**src/ubd_pkg.sv**
```systemverilog
// constants and carriers for the uart baud, interrupt and dma-ready block
// assumes one clock domain; config and fifo status come from logic on that clock
package ubd_pkg;

    localparam logic [7:0] ISR_NONE    = 8'h01;
    localparam logic [7:0] ISR_LINE    = 8'h06;
    localparam logic [7:0] ISR_RX      = 8'h04;
    localparam logic [7:0] ISR_TIMEOUT = 8'h0c;
    localparam logic [7:0] ISR_THR     = 8'h02;
    localparam logic [7:0] ISR_MODEM   = 8'h00;

    localparam int IER_RX_BIT    = 0;
    localparam int IER_THR_BIT   = 1;
    localparam int IER_LINE_BIT  = 2;
    localparam int IER_MODEM_BIT = 3;

    localparam logic [7:0] FULL_NORMAL = 8'h20;
    localparam logic [7:0] FULL_EXT    = 8'h80;

    localparam logic [2:0] PRESCALE_OFF = 3'h1;
    localparam logic [2:0] PRESCALE_ON  = 3'h4;

    localparam logic [9:0] TICKS_PER_BIT = 10'h010;
    localparam logic [9:0] STOP_ONE      = 10'h010;
    localparam logic [9:0] STOP_ONE_HALF = 10'h018;
    localparam logic [9:0] STOP_TWO      = 10'h020;
    localparam logic [9:0] MIN_DATA_BITS = 10'h005;
    localparam int         TIMEOUT_CHARS = 4;

    localparam logic       THR_PENDING_RESET = 1'b1;
    localparam logic       RX_READY_RESET    = 1'b1;

    typedef struct packed {
        logic [7:0] interrupt_enable_reg;
        logic [7:0] divisor_low_byte;
        logic [7:0] divisor_high_byte;
        logic [3:0] fractional_divisor_reg;
        logic       clock_prescale_select;
        logic       dma_mode_select;
        logic       fifo_enable;
        logic [1:0] word_length_sel;
        logic       parity_enable;
        logic       stop_long;
    } ubd_cfg_s;

    typedef struct packed {
        logic [7:0] tx_trigger_level_reg;
        logic [7:0] rx_trigger_level_reg;
        logic [7:0] flow_high_watermark_reg;
        logic [7:0] flow_low_watermark_reg;
    } ubd_ext_s;

    typedef struct packed {
        logic [7:0] rx_count;
        logic [7:0] tx_count;
        logic [7:0] rx_trigger;
    } ubd_fifo_s;

endpackage : ubd_pkg

```
**src/ubd_core.sv**
```systemverilog
// interrupt priority, receive time-out, rational baud generator, dma ready pins
// assumes fifo storage and serial shifters sit outside and share ref_clk_i
// Summary of operation
// reset leaves transmit-empty interrupt pending
// status shows only the highest pending source
// data ready and time-out share enable bit
// data interrupt once count reaches trigger
// host rechecks data-available flag after reads
// no time-out while receive fifo empty
// time-out count restarts on stop centre, read
// time-out equals four full character times
// integer divisor from one to 65535
// fractional divisor adds sixteenths per tick
// prescale one or four by select bit
// one baud tick serves transmitter and receiver
// high and low bytes form divisor
// dma select changes ready pin behaviour
// non-dma rx ready high when empty
// dma rx ready: up empty, down trigger/time-out
// non-dma tx ready high when not empty
// dma tx ready high only while full
// full is 32, or 128 extended
// fifo size change clears both fifos
module ubd_core (
    input  wire logic               ref_clk_i,
    input  wire logic               reset_i,
    input  wire ubd_pkg::ubd_cfg_s  cfg_i,
    input  wire ubd_pkg::ubd_ext_s  ext_i,
    input  wire ubd_pkg::ubd_fifo_s fifo_i,
    input  wire logic               line_status_pending_i,
    input  wire logic               modem_status_pending_i,
    input  wire logic               stop_bit_center_i,
    input  wire logic               rx_holding_read_i,
    input  wire logic               thr_write_i,
    input  wire logic               isr_read_i,
    output logic [7:0]              interrupt_source_o,
    output logic                    irq_o,
    output logic                    rx_timeout_o,
    output logic                    rx_data_available_flag_o,
    output logic                    baud_tick_o,
    output logic                    rx_ready_out_o,
    output logic                    tx_ready_out_o,
    output logic                    fifo_clear_o
);
    import ubd_pkg::*;

    logic [7:0]  isr_reg;
    logic [7:0]  isr_next;
    logic        irq_reg;
    logic        thr_pending_reg;
    logic        tx_empty_reg;
    logic [9:0]  tmo_cnt_reg;
    logic        timeout_reg;
    logic        avail_reg;
    logic [2:0]  pre_cnt_reg;
    logic [15:0] div_cnt_reg;
    logic [3:0]  frac_acc_reg;
    logic        stretch_reg;
    logic        tick_reg;
    logic        rx_rdy_reg;
    logic        tx_rdy_reg;
    logic        clear_reg;
    logic        prev_valid_reg;
    logic        prev_fen_reg;
    logic        prev_ext_reg;

    logic        rx_empty;
    logic        rx_level;
    logic        extended;
    logic [7:0]  full_level;
    logic [2:0]  presc;
    logic        pre_tick;
    logic [15:0] divisor;
    logic [15:0] div_end;
    logic [4:0]  frac_sum;
    logic [9:0]  char_ticks;
    logic [9:0]  tmo_limit;
    logic [9:0]  stop_ticks;
    logic        tmo_hit;

    assign rx_empty = (fifo_i.rx_count == 8'h00);
    assign rx_level = !rx_empty && (fifo_i.rx_count >= fifo_i.rx_trigger);
    assign extended = (ext_i != '0);
    assign full_level = extended ? FULL_EXT : FULL_NORMAL;

    // interrupt source priority
    always_comb begin
        isr_next = ISR_NONE;
        if (line_status_pending_i && cfg_i.interrupt_enable_reg[IER_LINE_BIT]) begin
            isr_next = ISR_LINE;
        end else if (rx_level && cfg_i.interrupt_enable_reg[IER_RX_BIT]) begin
            isr_next = ISR_RX;
        end else if (timeout_reg && cfg_i.interrupt_enable_reg[IER_RX_BIT]) begin
            isr_next = ISR_TIMEOUT;
        end else if (thr_pending_reg && cfg_i.interrupt_enable_reg[IER_THR_BIT]) begin
            isr_next = ISR_THR;
        end else if (modem_status_pending_i && cfg_i.interrupt_enable_reg[IER_MODEM_BIT]) begin
            isr_next = ISR_MODEM;
        end
    end

    always_ff @(posedge ref_clk_i) begin
        if (reset_i) begin
            isr_reg <= ISR_NONE;
            irq_reg <= 1'b0;
        end else begin
            isr_reg <= isr_next;
            irq_reg <= (isr_next != ISR_NONE);
        end
    end

    // transmit-empty pending; a fresh empty event beats the clear
    always_ff @(posedge ref_clk_i) begin
        if (reset_i) begin
            thr_pending_reg <= THR_PENDING_RESET;
            tx_empty_reg    <= 1'b1;
        end else begin
            tx_empty_reg <= (fifo_i.tx_count == 8'h00);
            if ((fifo_i.tx_count == 8'h00) && !tx_empty_reg) begin
                thr_pending_reg <= 1'b1;
            end else if (thr_write_i || (isr_read_i && isr_reg == ISR_THR)) begin
                thr_pending_reg <= 1'b0;
            end
        end
    end

    // one character in 16x ticks: start, data, parity, stop
    always_comb begin
        case ({cfg_i.stop_long, cfg_i.word_length_sel == 2'b00})
            2'b10:   stop_ticks = STOP_TWO;
            2'b11:   stop_ticks = STOP_ONE_HALF;
            default: stop_ticks = STOP_ONE;
        endcase
        char_ticks = TICKS_PER_BIT * (10'h001 + MIN_DATA_BITS + {8'h00, cfg_i.word_length_sel}
                     + {9'h000, cfg_i.parity_enable}) + stop_ticks;
        tmo_limit  = 10'(TIMEOUT_CHARS) * char_ticks;
    end

    assign tmo_hit = (tmo_cnt_reg == tmo_limit);

    always_ff @(posedge ref_clk_i) begin
        if (reset_i) begin
            tmo_cnt_reg <= 10'h000;
        end else if (stop_bit_center_i || rx_holding_read_i || rx_empty) begin
            tmo_cnt_reg <= 10'h000;
        end else if (tick_reg && !tmo_hit) begin
            tmo_cnt_reg <= tmo_cnt_reg + 10'h001;
        end
    end

    // the count holds at its limit, so a hit sets the flag once and a restart can clear it
    always_ff @(posedge ref_clk_i) begin
        if (reset_i) begin
            timeout_reg <= 1'b0;
        end else if (rx_empty) begin
            timeout_reg <= 1'b0;
        end else if (tmo_hit && !timeout_reg) begin
            timeout_reg <= 1'b1;
        end else if (stop_bit_center_i || rx_holding_read_i) begin
            timeout_reg <= 1'b0;
        end
    end

    always_ff @(posedge ref_clk_i) begin
        if (reset_i) begin
            avail_reg <= 1'b0;
        end else begin
            avail_reg <= !rx_empty;
        end
    end

    // baud generator: prescale, then N cycles plus one in M of every 16 ticks
    assign presc    = cfg_i.clock_prescale_select ? PRESCALE_ON : PRESCALE_OFF;
    assign pre_tick = (pre_cnt_reg == presc - 3'h1);
    assign divisor  = {cfg_i.divisor_high_byte, cfg_i.divisor_low_byte};
    assign div_end  = divisor - 16'h0001 + {15'h0000, stretch_reg};
    assign frac_sum = {1'b0, frac_acc_reg} + {1'b0, cfg_i.fractional_divisor_reg};

    always_ff @(posedge ref_clk_i) begin
        if (reset_i || pre_tick) begin
            pre_cnt_reg <= 3'h0;
        end else begin
            pre_cnt_reg <= pre_cnt_reg + 3'h1;
        end
    end

    // divisor zero is outside the legal range and halts the tick
    always_ff @(posedge ref_clk_i) begin
        if (reset_i || divisor == 16'h0000) begin
            div_cnt_reg  <= 16'h0000;
            frac_acc_reg <= 4'h0;
            stretch_reg  <= 1'b0;
            tick_reg     <= 1'b0;
        end else begin
            tick_reg <= 1'b0;
            if (pre_tick) begin
                if (div_cnt_reg >= div_end) begin
                    div_cnt_reg  <= 16'h0000;
                    frac_acc_reg <= frac_sum[3:0];
                    stretch_reg  <= frac_sum[4];
                    tick_reg     <= 1'b1;
                end else begin
                    div_cnt_reg <= div_cnt_reg + 16'h0001;
                end
            end
        end
    end

    // ready pins
    always_ff @(posedge ref_clk_i) begin
        if (reset_i) begin
            rx_rdy_reg <= RX_READY_RESET;
        end else if (!cfg_i.dma_mode_select) begin
            rx_rdy_reg <= rx_empty;
        end else if (rx_empty) begin
            rx_rdy_reg <= 1'b1;
        end else if ((fifo_i.rx_count >= fifo_i.rx_trigger) || timeout_reg) begin
            rx_rdy_reg <= 1'b0;
        end
    end

    always_ff @(posedge ref_clk_i) begin
        if (reset_i) begin
            tx_rdy_reg <= 1'b0;
        end else if (!cfg_i.dma_mode_select) begin
            tx_rdy_reg <= (fifo_i.tx_count != 8'h00);
        end else begin
            tx_rdy_reg <= (fifo_i.tx_count >= full_level);
        end
    end

    // size change detect; the first cycle after reset only samples
    always_ff @(posedge ref_clk_i) begin
        if (reset_i) begin
            prev_valid_reg <= 1'b0;
            prev_fen_reg   <= 1'b0;
            prev_ext_reg   <= 1'b0;
            clear_reg      <= 1'b0;
        end else begin
            prev_valid_reg <= 1'b1;
            prev_fen_reg   <= cfg_i.fifo_enable;
            prev_ext_reg   <= extended;
            clear_reg      <= prev_valid_reg && ((prev_fen_reg != cfg_i.fifo_enable)
                              || (prev_ext_reg != extended));
        end
    end

    assign interrupt_source_o       = isr_reg;
    assign irq_o                    = irq_reg;
    assign rx_timeout_o             = timeout_reg;
    assign rx_data_available_flag_o = avail_reg;
    assign baud_tick_o              = tick_reg;
    assign rx_ready_out_o           = rx_rdy_reg;
    assign tx_ready_out_o           = tx_rdy_reg;
    assign fifo_clear_o             = clear_reg;

    // gap between ticks, for checking only; a config change spoils one gap
    logic [23:0] gap_reg;
    logic        seen_reg;
    ubd_cfg_s    cfg_seen_reg;
    always_ff @(posedge ref_clk_i) begin
        cfg_seen_reg <= cfg_i;
        if (reset_i || tick_reg) begin
            gap_reg  <= 24'h000001;
            seen_reg <= !reset_i && (cfg_i == cfg_seen_reg);
        end else begin
            gap_reg <= gap_reg + 24'h000001;
            if (cfg_i != cfg_seen_reg) begin
                seen_reg <= 1'b0;
            end
        end
    end
endmodule : ubd_core

```
**config.mk**
```make
export PLATFORM = sky130hd
export DESIGN_NAME = ubd_core
export DESIGN_NICKNAME = d
export VERILOG_FILES = /design/src/ubd_pkg.sv /design/src/ubd_core.sv
export SDC_FILE = /design/constraint.sdc
export NUM_CORES = 1
export LEC_CHECK = 0
export BUFFER_PORTS_ARGS = -buffer_cell sky130_fd_sc_hd__buf_4
export CAP_MARGIN = 20
export CORE_UTILIZATION = 35
export CTS_CLUSTER_SIZE = 30
export DETAILED_ROUTE_END_ITERATION = 12
export GPL_ROUTABILITY_DRIVEN = 0
export PLACE_DENSITY_LB_ADDON = 0.05
export REMOVE_ABC_BUFFERS = 1
export SLEW_MARGIN = 40
export SYNTH_ARGS = -nofsm -noshare
export SYNTH_HDL_FRONTEND = slang
export SYNTH_SLANG_ARGS = --single-unit
```
**constraint.sdc**
```tcl
create_clock -name ref_clk_i -period 2.9 [get_ports ref_clk_i]
set_input_delay 0.145 -clock ref_clk_i [delete_from_list [all_inputs] [get_ports ref_clk_i]]
set_output_delay 0.145 -clock ref_clk_i [all_outputs]
set_load 0.05 [all_outputs]
```
* Word-level counts from Yosys, hierarchy flattened
Index checks and enable logic that the tools add are counted.
Storage, ports and cells: register bits 54, word-level logic and storage cells 92
Operators by class: add/sub/neg operators 10, magnitude comparators 3, eq/ne operators 9, muxes and demuxes 17, bitwise gates (word level) 1, reduce and logical (&&, ||, !) cells 34
Operators with widths (count):
- 32-bit nonzero test | 1
- 16-bit by 1-bit adder with 16-bit output | 1
- 16-bit by 1-bit adder with 16-bit output, second input constant | 1
- 16-bit >= comparator | 1
- 8-bit >= comparator | 2
- 16-bit logical NOT | 1
- 8-bit logical NOT | 2
- 16-bit two-way mux | 1
- 16-bit by 1-bit subtractor with 16-bit output, second input constant | 1
- 4-bit two-way mux | 3
- 6-bit one-hot mux with 2 select lines | 1
- 1-bit logical AND | 11
- 10-bit by 1-bit adder with 10-bit output, second input constant | 1
- 10-bit equality test | 1
- 1-bit two-way mux | 9
- 8-bit adder | 1
- 8-bit by 2-bit equality test with 1-bit output, second input constant | 1
- 8-bit two-way mux | 1
- 8-bit by 1-bit inequality test with 1-bit output, second input constant | 1
- 8-bit nonzero test | 1
- 2-bit OR reduction | 4
- 1-bit logical OR | 7
- 4-bit by 4-bit adder with 5-bit output | 1
- 3-bit by 2-bit adder with 4-bit output, first input constant | 1
- 14 further kinds | 19

* Logic depth before layout (Yosys ltp)
depth after elaboration 7, gate-level depth with buffers 16

* Worst setup path before layout
Ideal clock, no wire load.
kind register to register, start point register stretch_reg, end point register div_cnt_reg[9], setup time 0.115 ns, arrival time 2.806 ns, path slack -0.021 ns, cell stages (with the launch flop) 17, path buffers 2, cells stage by stage dfxtp_1 inv_1 ha_1 ha_1 nand3_1 or3_1 nor3_1 xnor2_1 ha_1 nand2_1 o21ai_0 nor2_1 and4b_1 nor3_2 buf_6 buf_12 nor2_1
On the way: longest elaborated chain between the ends 3
RTL lines:
- start: declaration | line ubd_core.sv:58 | logic stretch_reg;
- start signal: assignment | line ubd_core.sv:200 | stretch_reg <= frac_sum[4];
- 16-bit by 1-bit adder with 16-bit output | line ubd_core.sv:176 | assign div_end = divisor - 16'h0001 + {15'h0000, stretch_reg};
- 16-bit >= comparator | line ubd_core.sv:197 | if (div_cnt_reg >= div_end) begin
- 16-bit two-way mux | line ubd_core.sv:197
- end signal: assignment | line ubd_core.sv:203 | div_cnt_reg <= div_cnt_reg + 16'h0001;
- end: declaration | line ubd_core.sv:56 | logic [15:0] div_cnt_reg;
Every way passes these cells. A chain may end at the register's enable or synchronous reset.

* Worst setup path after layout
start point register stretch_reg, end point register frac_acc_reg[0]
On the way: longest elaborated chain between the ends 3
RTL lines:
- 16-bit by 1-bit adder with 16-bit output | line ubd_core.sv:176
- 16-bit >= comparator | line ubd_core.sv:197
- 2-bit AND reduction (no source line)
- end signal: assignment | line ubd_core.sv:199 | frac_acc_reg <= frac_sum[3:0];
- end: declaration | line ubd_core.sv:57 | logic [3:0] frac_acc_reg;
Every way passes these cells.

==> summary.txt <==
Status: complete, no violations
DRT Pass-1 Iters: 4
CP top delay family: simple AND/OR/NAND/NOR gates
Via count: 3036
IO Pins: 114
Critical Path End Type: flop
Fin worst setup slack: 0.0937 ns
Global route overflow: 0
Post-synthesis cell area: 0.00331 mm2
Crit-path max cell delay: 0.42 ns
Largest net degree at the start of global routing: 16
Die area: 0.00986 mm2
Diode count: 0
Min cycle time layout: 2.81 ns
Max reg flops: 16
Leakage: 2.08 nW
Std-Cell Core Area: 0.00920 mm2
Cell count after synthesis: 386
Die width: 99.3 um
Initial DRC Count: 92
Worst Path Class, Setup: flop to flop
Post-Route WL: 7600 um
Layout Skew: 0.00411 ns
Fin crit share: 0.968
Mux contribution to synthesized area: 0.00604
Worst EP arrival: 3.01 ns
Post-synthesis cell type count: 56
Detailed placer's ending HPWL: 6260 um
Cts bufs inserted: 5
Synth Area in Simple Gates: 0.237
Worst Hold Class: primary input to flop
First-pass GRT wire length: 12800 um
Worst-Skew Late Latency: 0.30 ns
CTS tree: yes
Crit start category: flop
Final nets: 656
All-Layer GR Usage: 0.160
Crit path buf inv count: 2
Critical path cell sequence: inv_2 > ha_4 > ha_4 > nand3_2 > or3_4 > nor3_4 > xnor2_1 > ha_1 > nand2_2 > o21ai_2 > nor2_1 > and4b_1 > nor3_4 > buf_12 > a2bb2o_4
Max-slew violations: 0
CP Max Fanout: 5
Total power per unit cell area: 362 mW/mm2
DRC: 0
Data required time at the worst endpoint: 3.10 ns
Number of H-tree levels: 2
Die Ht: 99.3 um
Max Cap Violations: 0
Drt wl/cell: 12.1 um
Clock Path Buffers: 2
F_max: 356 MHz
Buffers added on ports: 105
Async S/R FF share, synth: 0
Post-synth top flop: dfxtp_1
Rows: 35
Flop2flop setup slack: 0.09 ns
Yosys reg bits: 50
Ys Warns: 0
Syn Area/Cell: 8.59 um2
Post-synth EDFFs: 0
Synth-to-Final Area Change: 38.2%
Worst path slowest cell: or3_4
Worst slack at placement: -0.199 ns
Routed Antenna Nets: 0
Initial antenna violation count: 0
Adder-cell share of the synthesized area: 0.163
Vias in the first global route: 3005
# clock sinks: 50
Post-Synth XOR/XNOR Area: 0.126
Utilization after layout: 0.498
Clock root buffer: clkbuf_8
Sequential area share after synthesis: 0.302
Starting Density: 0.360
Main combinational cell family by area after synthesis: simple AND/OR/NAND/NOR gates
Compound-gate portion of the synthesized area: 0.107
Worst VDD drop: 0.000248 V
Reg clk slew, reported paths: 0.09 ns
Vias per cell: 4.84
Final Hold Vio Count: 0
Final TNS setup: 0 ns
Final setup viols: 0
Layout cell share with drive strength beyond 1: 0.300
## cell usage in the layout, fill, tap and decap left out, drive strengths merged, types with 2 or more instances in the layout
master / n
and4: 2
conb: 4
o31ai: 2
a21o: 4
nor3: 10
or3: 4
a31oi: 2
dfxtp: 50
a21oi: 13
clkbuf: 7
xnor2: 21
nand3: 13
xor2: 24
nor3b: 2
inv: 32
buf: 127
o211ai: 2
and3: 7
nor4: 16
nor2b: 4
a2bb2o: 2
a211oi: 3
nand4: 11
ha: 40
nand2: 33
mux2i: 2
o21ai: 8
o2bb2ai: 3
nand2b: 3
fa: 2
nor2: 43
## path summary, 6_finish.rpt
check	from	to	depth (start not counted)
max	stretch_reg$_SDFFE_PP0P_	frac_acc_reg[0]$_SDFFE_PP0P_	15
min	cfg_i[5]	tx_ready_out_o$_SDFF_PP0_	2
max reg2reg	stretch_reg$_SDFFE_PP0P_	frac_acc_reg[0]$_SDFFE_PP0P_	15
min reg2reg	prev_valid_reg$_DFF_P_	fifo_clear_o$_SDFF_PP0_	1
## power breakdown
group          internal (mW)  switching [mW]
sequential             0.726          0.0386
clock                  0.219           0.231
combinational          0.228           0.214
## final cells by class
type                    count  area (um2)
clock buffers               7        96.3
clock inverters             1        8.76
fillers                   898        4610
inverters                  32         120
multi-input cells         299        2240
flip-flops and latches     50        1000
well taps                 111         139
repair buffers            127         977
## synthesized netlist by cell type (all sizes together), types with 2 or more instances
master | instances | share of area
mux2i | 2 | 0.0060
xor2 | 24 | 0.063
or3 | 4 | 0.0091
nand4 | 11 | 0.021
nand2 | 33 | 0.037
nor2 | 43 | 0.049
o2bb2ai | 3 | 0.0079
o21ai | 8 | 0.012
o31ai | 2 | 0.0045
nor4 | 16 | 0.032
inv | 32 | 0.036
xnor2 | 21 | 0.055
a21o | 4 | 0.0091
and3 | 7 | 0.013
nor3 | 10 | 0.018
nor3b | 2 | 0.0045
nand2b | 3 | 0.0057
a31oi | 2 | 0.0038
ha | 40 | 0.15
dfxtp | 50 | 0.30
a21oi | 13 | 0.020
o211ai | 2 | 0.0045
fa | 2 | 0.012
nand3 | 13 | 0.020
and4 | 2 | 0.0053
buf | 7 | 0.020
a211oi | 3 | 0.0068
a2bb2o | 2 | 0.0060
nor2b | 4 | 0.0075
## per-stage QoR
step	total power [mW]	std cells	instance area (um2)	hold WS, ns
floorplan	1.01	381	3260	0.217
global placement	1.20	617	4330	0.368
detailed placement	1.21	617	4330	0.368
CTS	1.67	625	4440	0.0387
global route	1.77	627	4580	0.0451
finish	1.66	627	4580	0.0405
## cell families (layout without fill, tap and decap cells)
family,after synthesis,in the layout
AND/OR/NAND/NOR,154,154
multiplexers,2,2
XOR/XNOR,46,46
buffers and inverters,40,167
AO/OA/AOI/OAI,51,51
flip-flops,50,50
adder cells (fa/ha/maj),42,42
other,1,4
## per-layer routing
layer | vias up | global-route usage | part of all wire
li1 | 1606 | - | -
met1 | 1342 | 0.202 | 0.47
met2 | 86 | 0.278 | 0.47
met3 | 2 | 0.0408 | 0.058
met4 | 0 | 0.0305 | 0.0047
met5 | - | 0 | 0
## timing repair
action | CTS | global route
hold buffers | 0 | 0
setup buffers | 0 | 1
resized for setup | 2 | 23
pin swaps | 1 | 5
endpoints found under the setup margin | 21 | 22
gates cloned | 0 | 1
(Power assumes the default switching activity.)
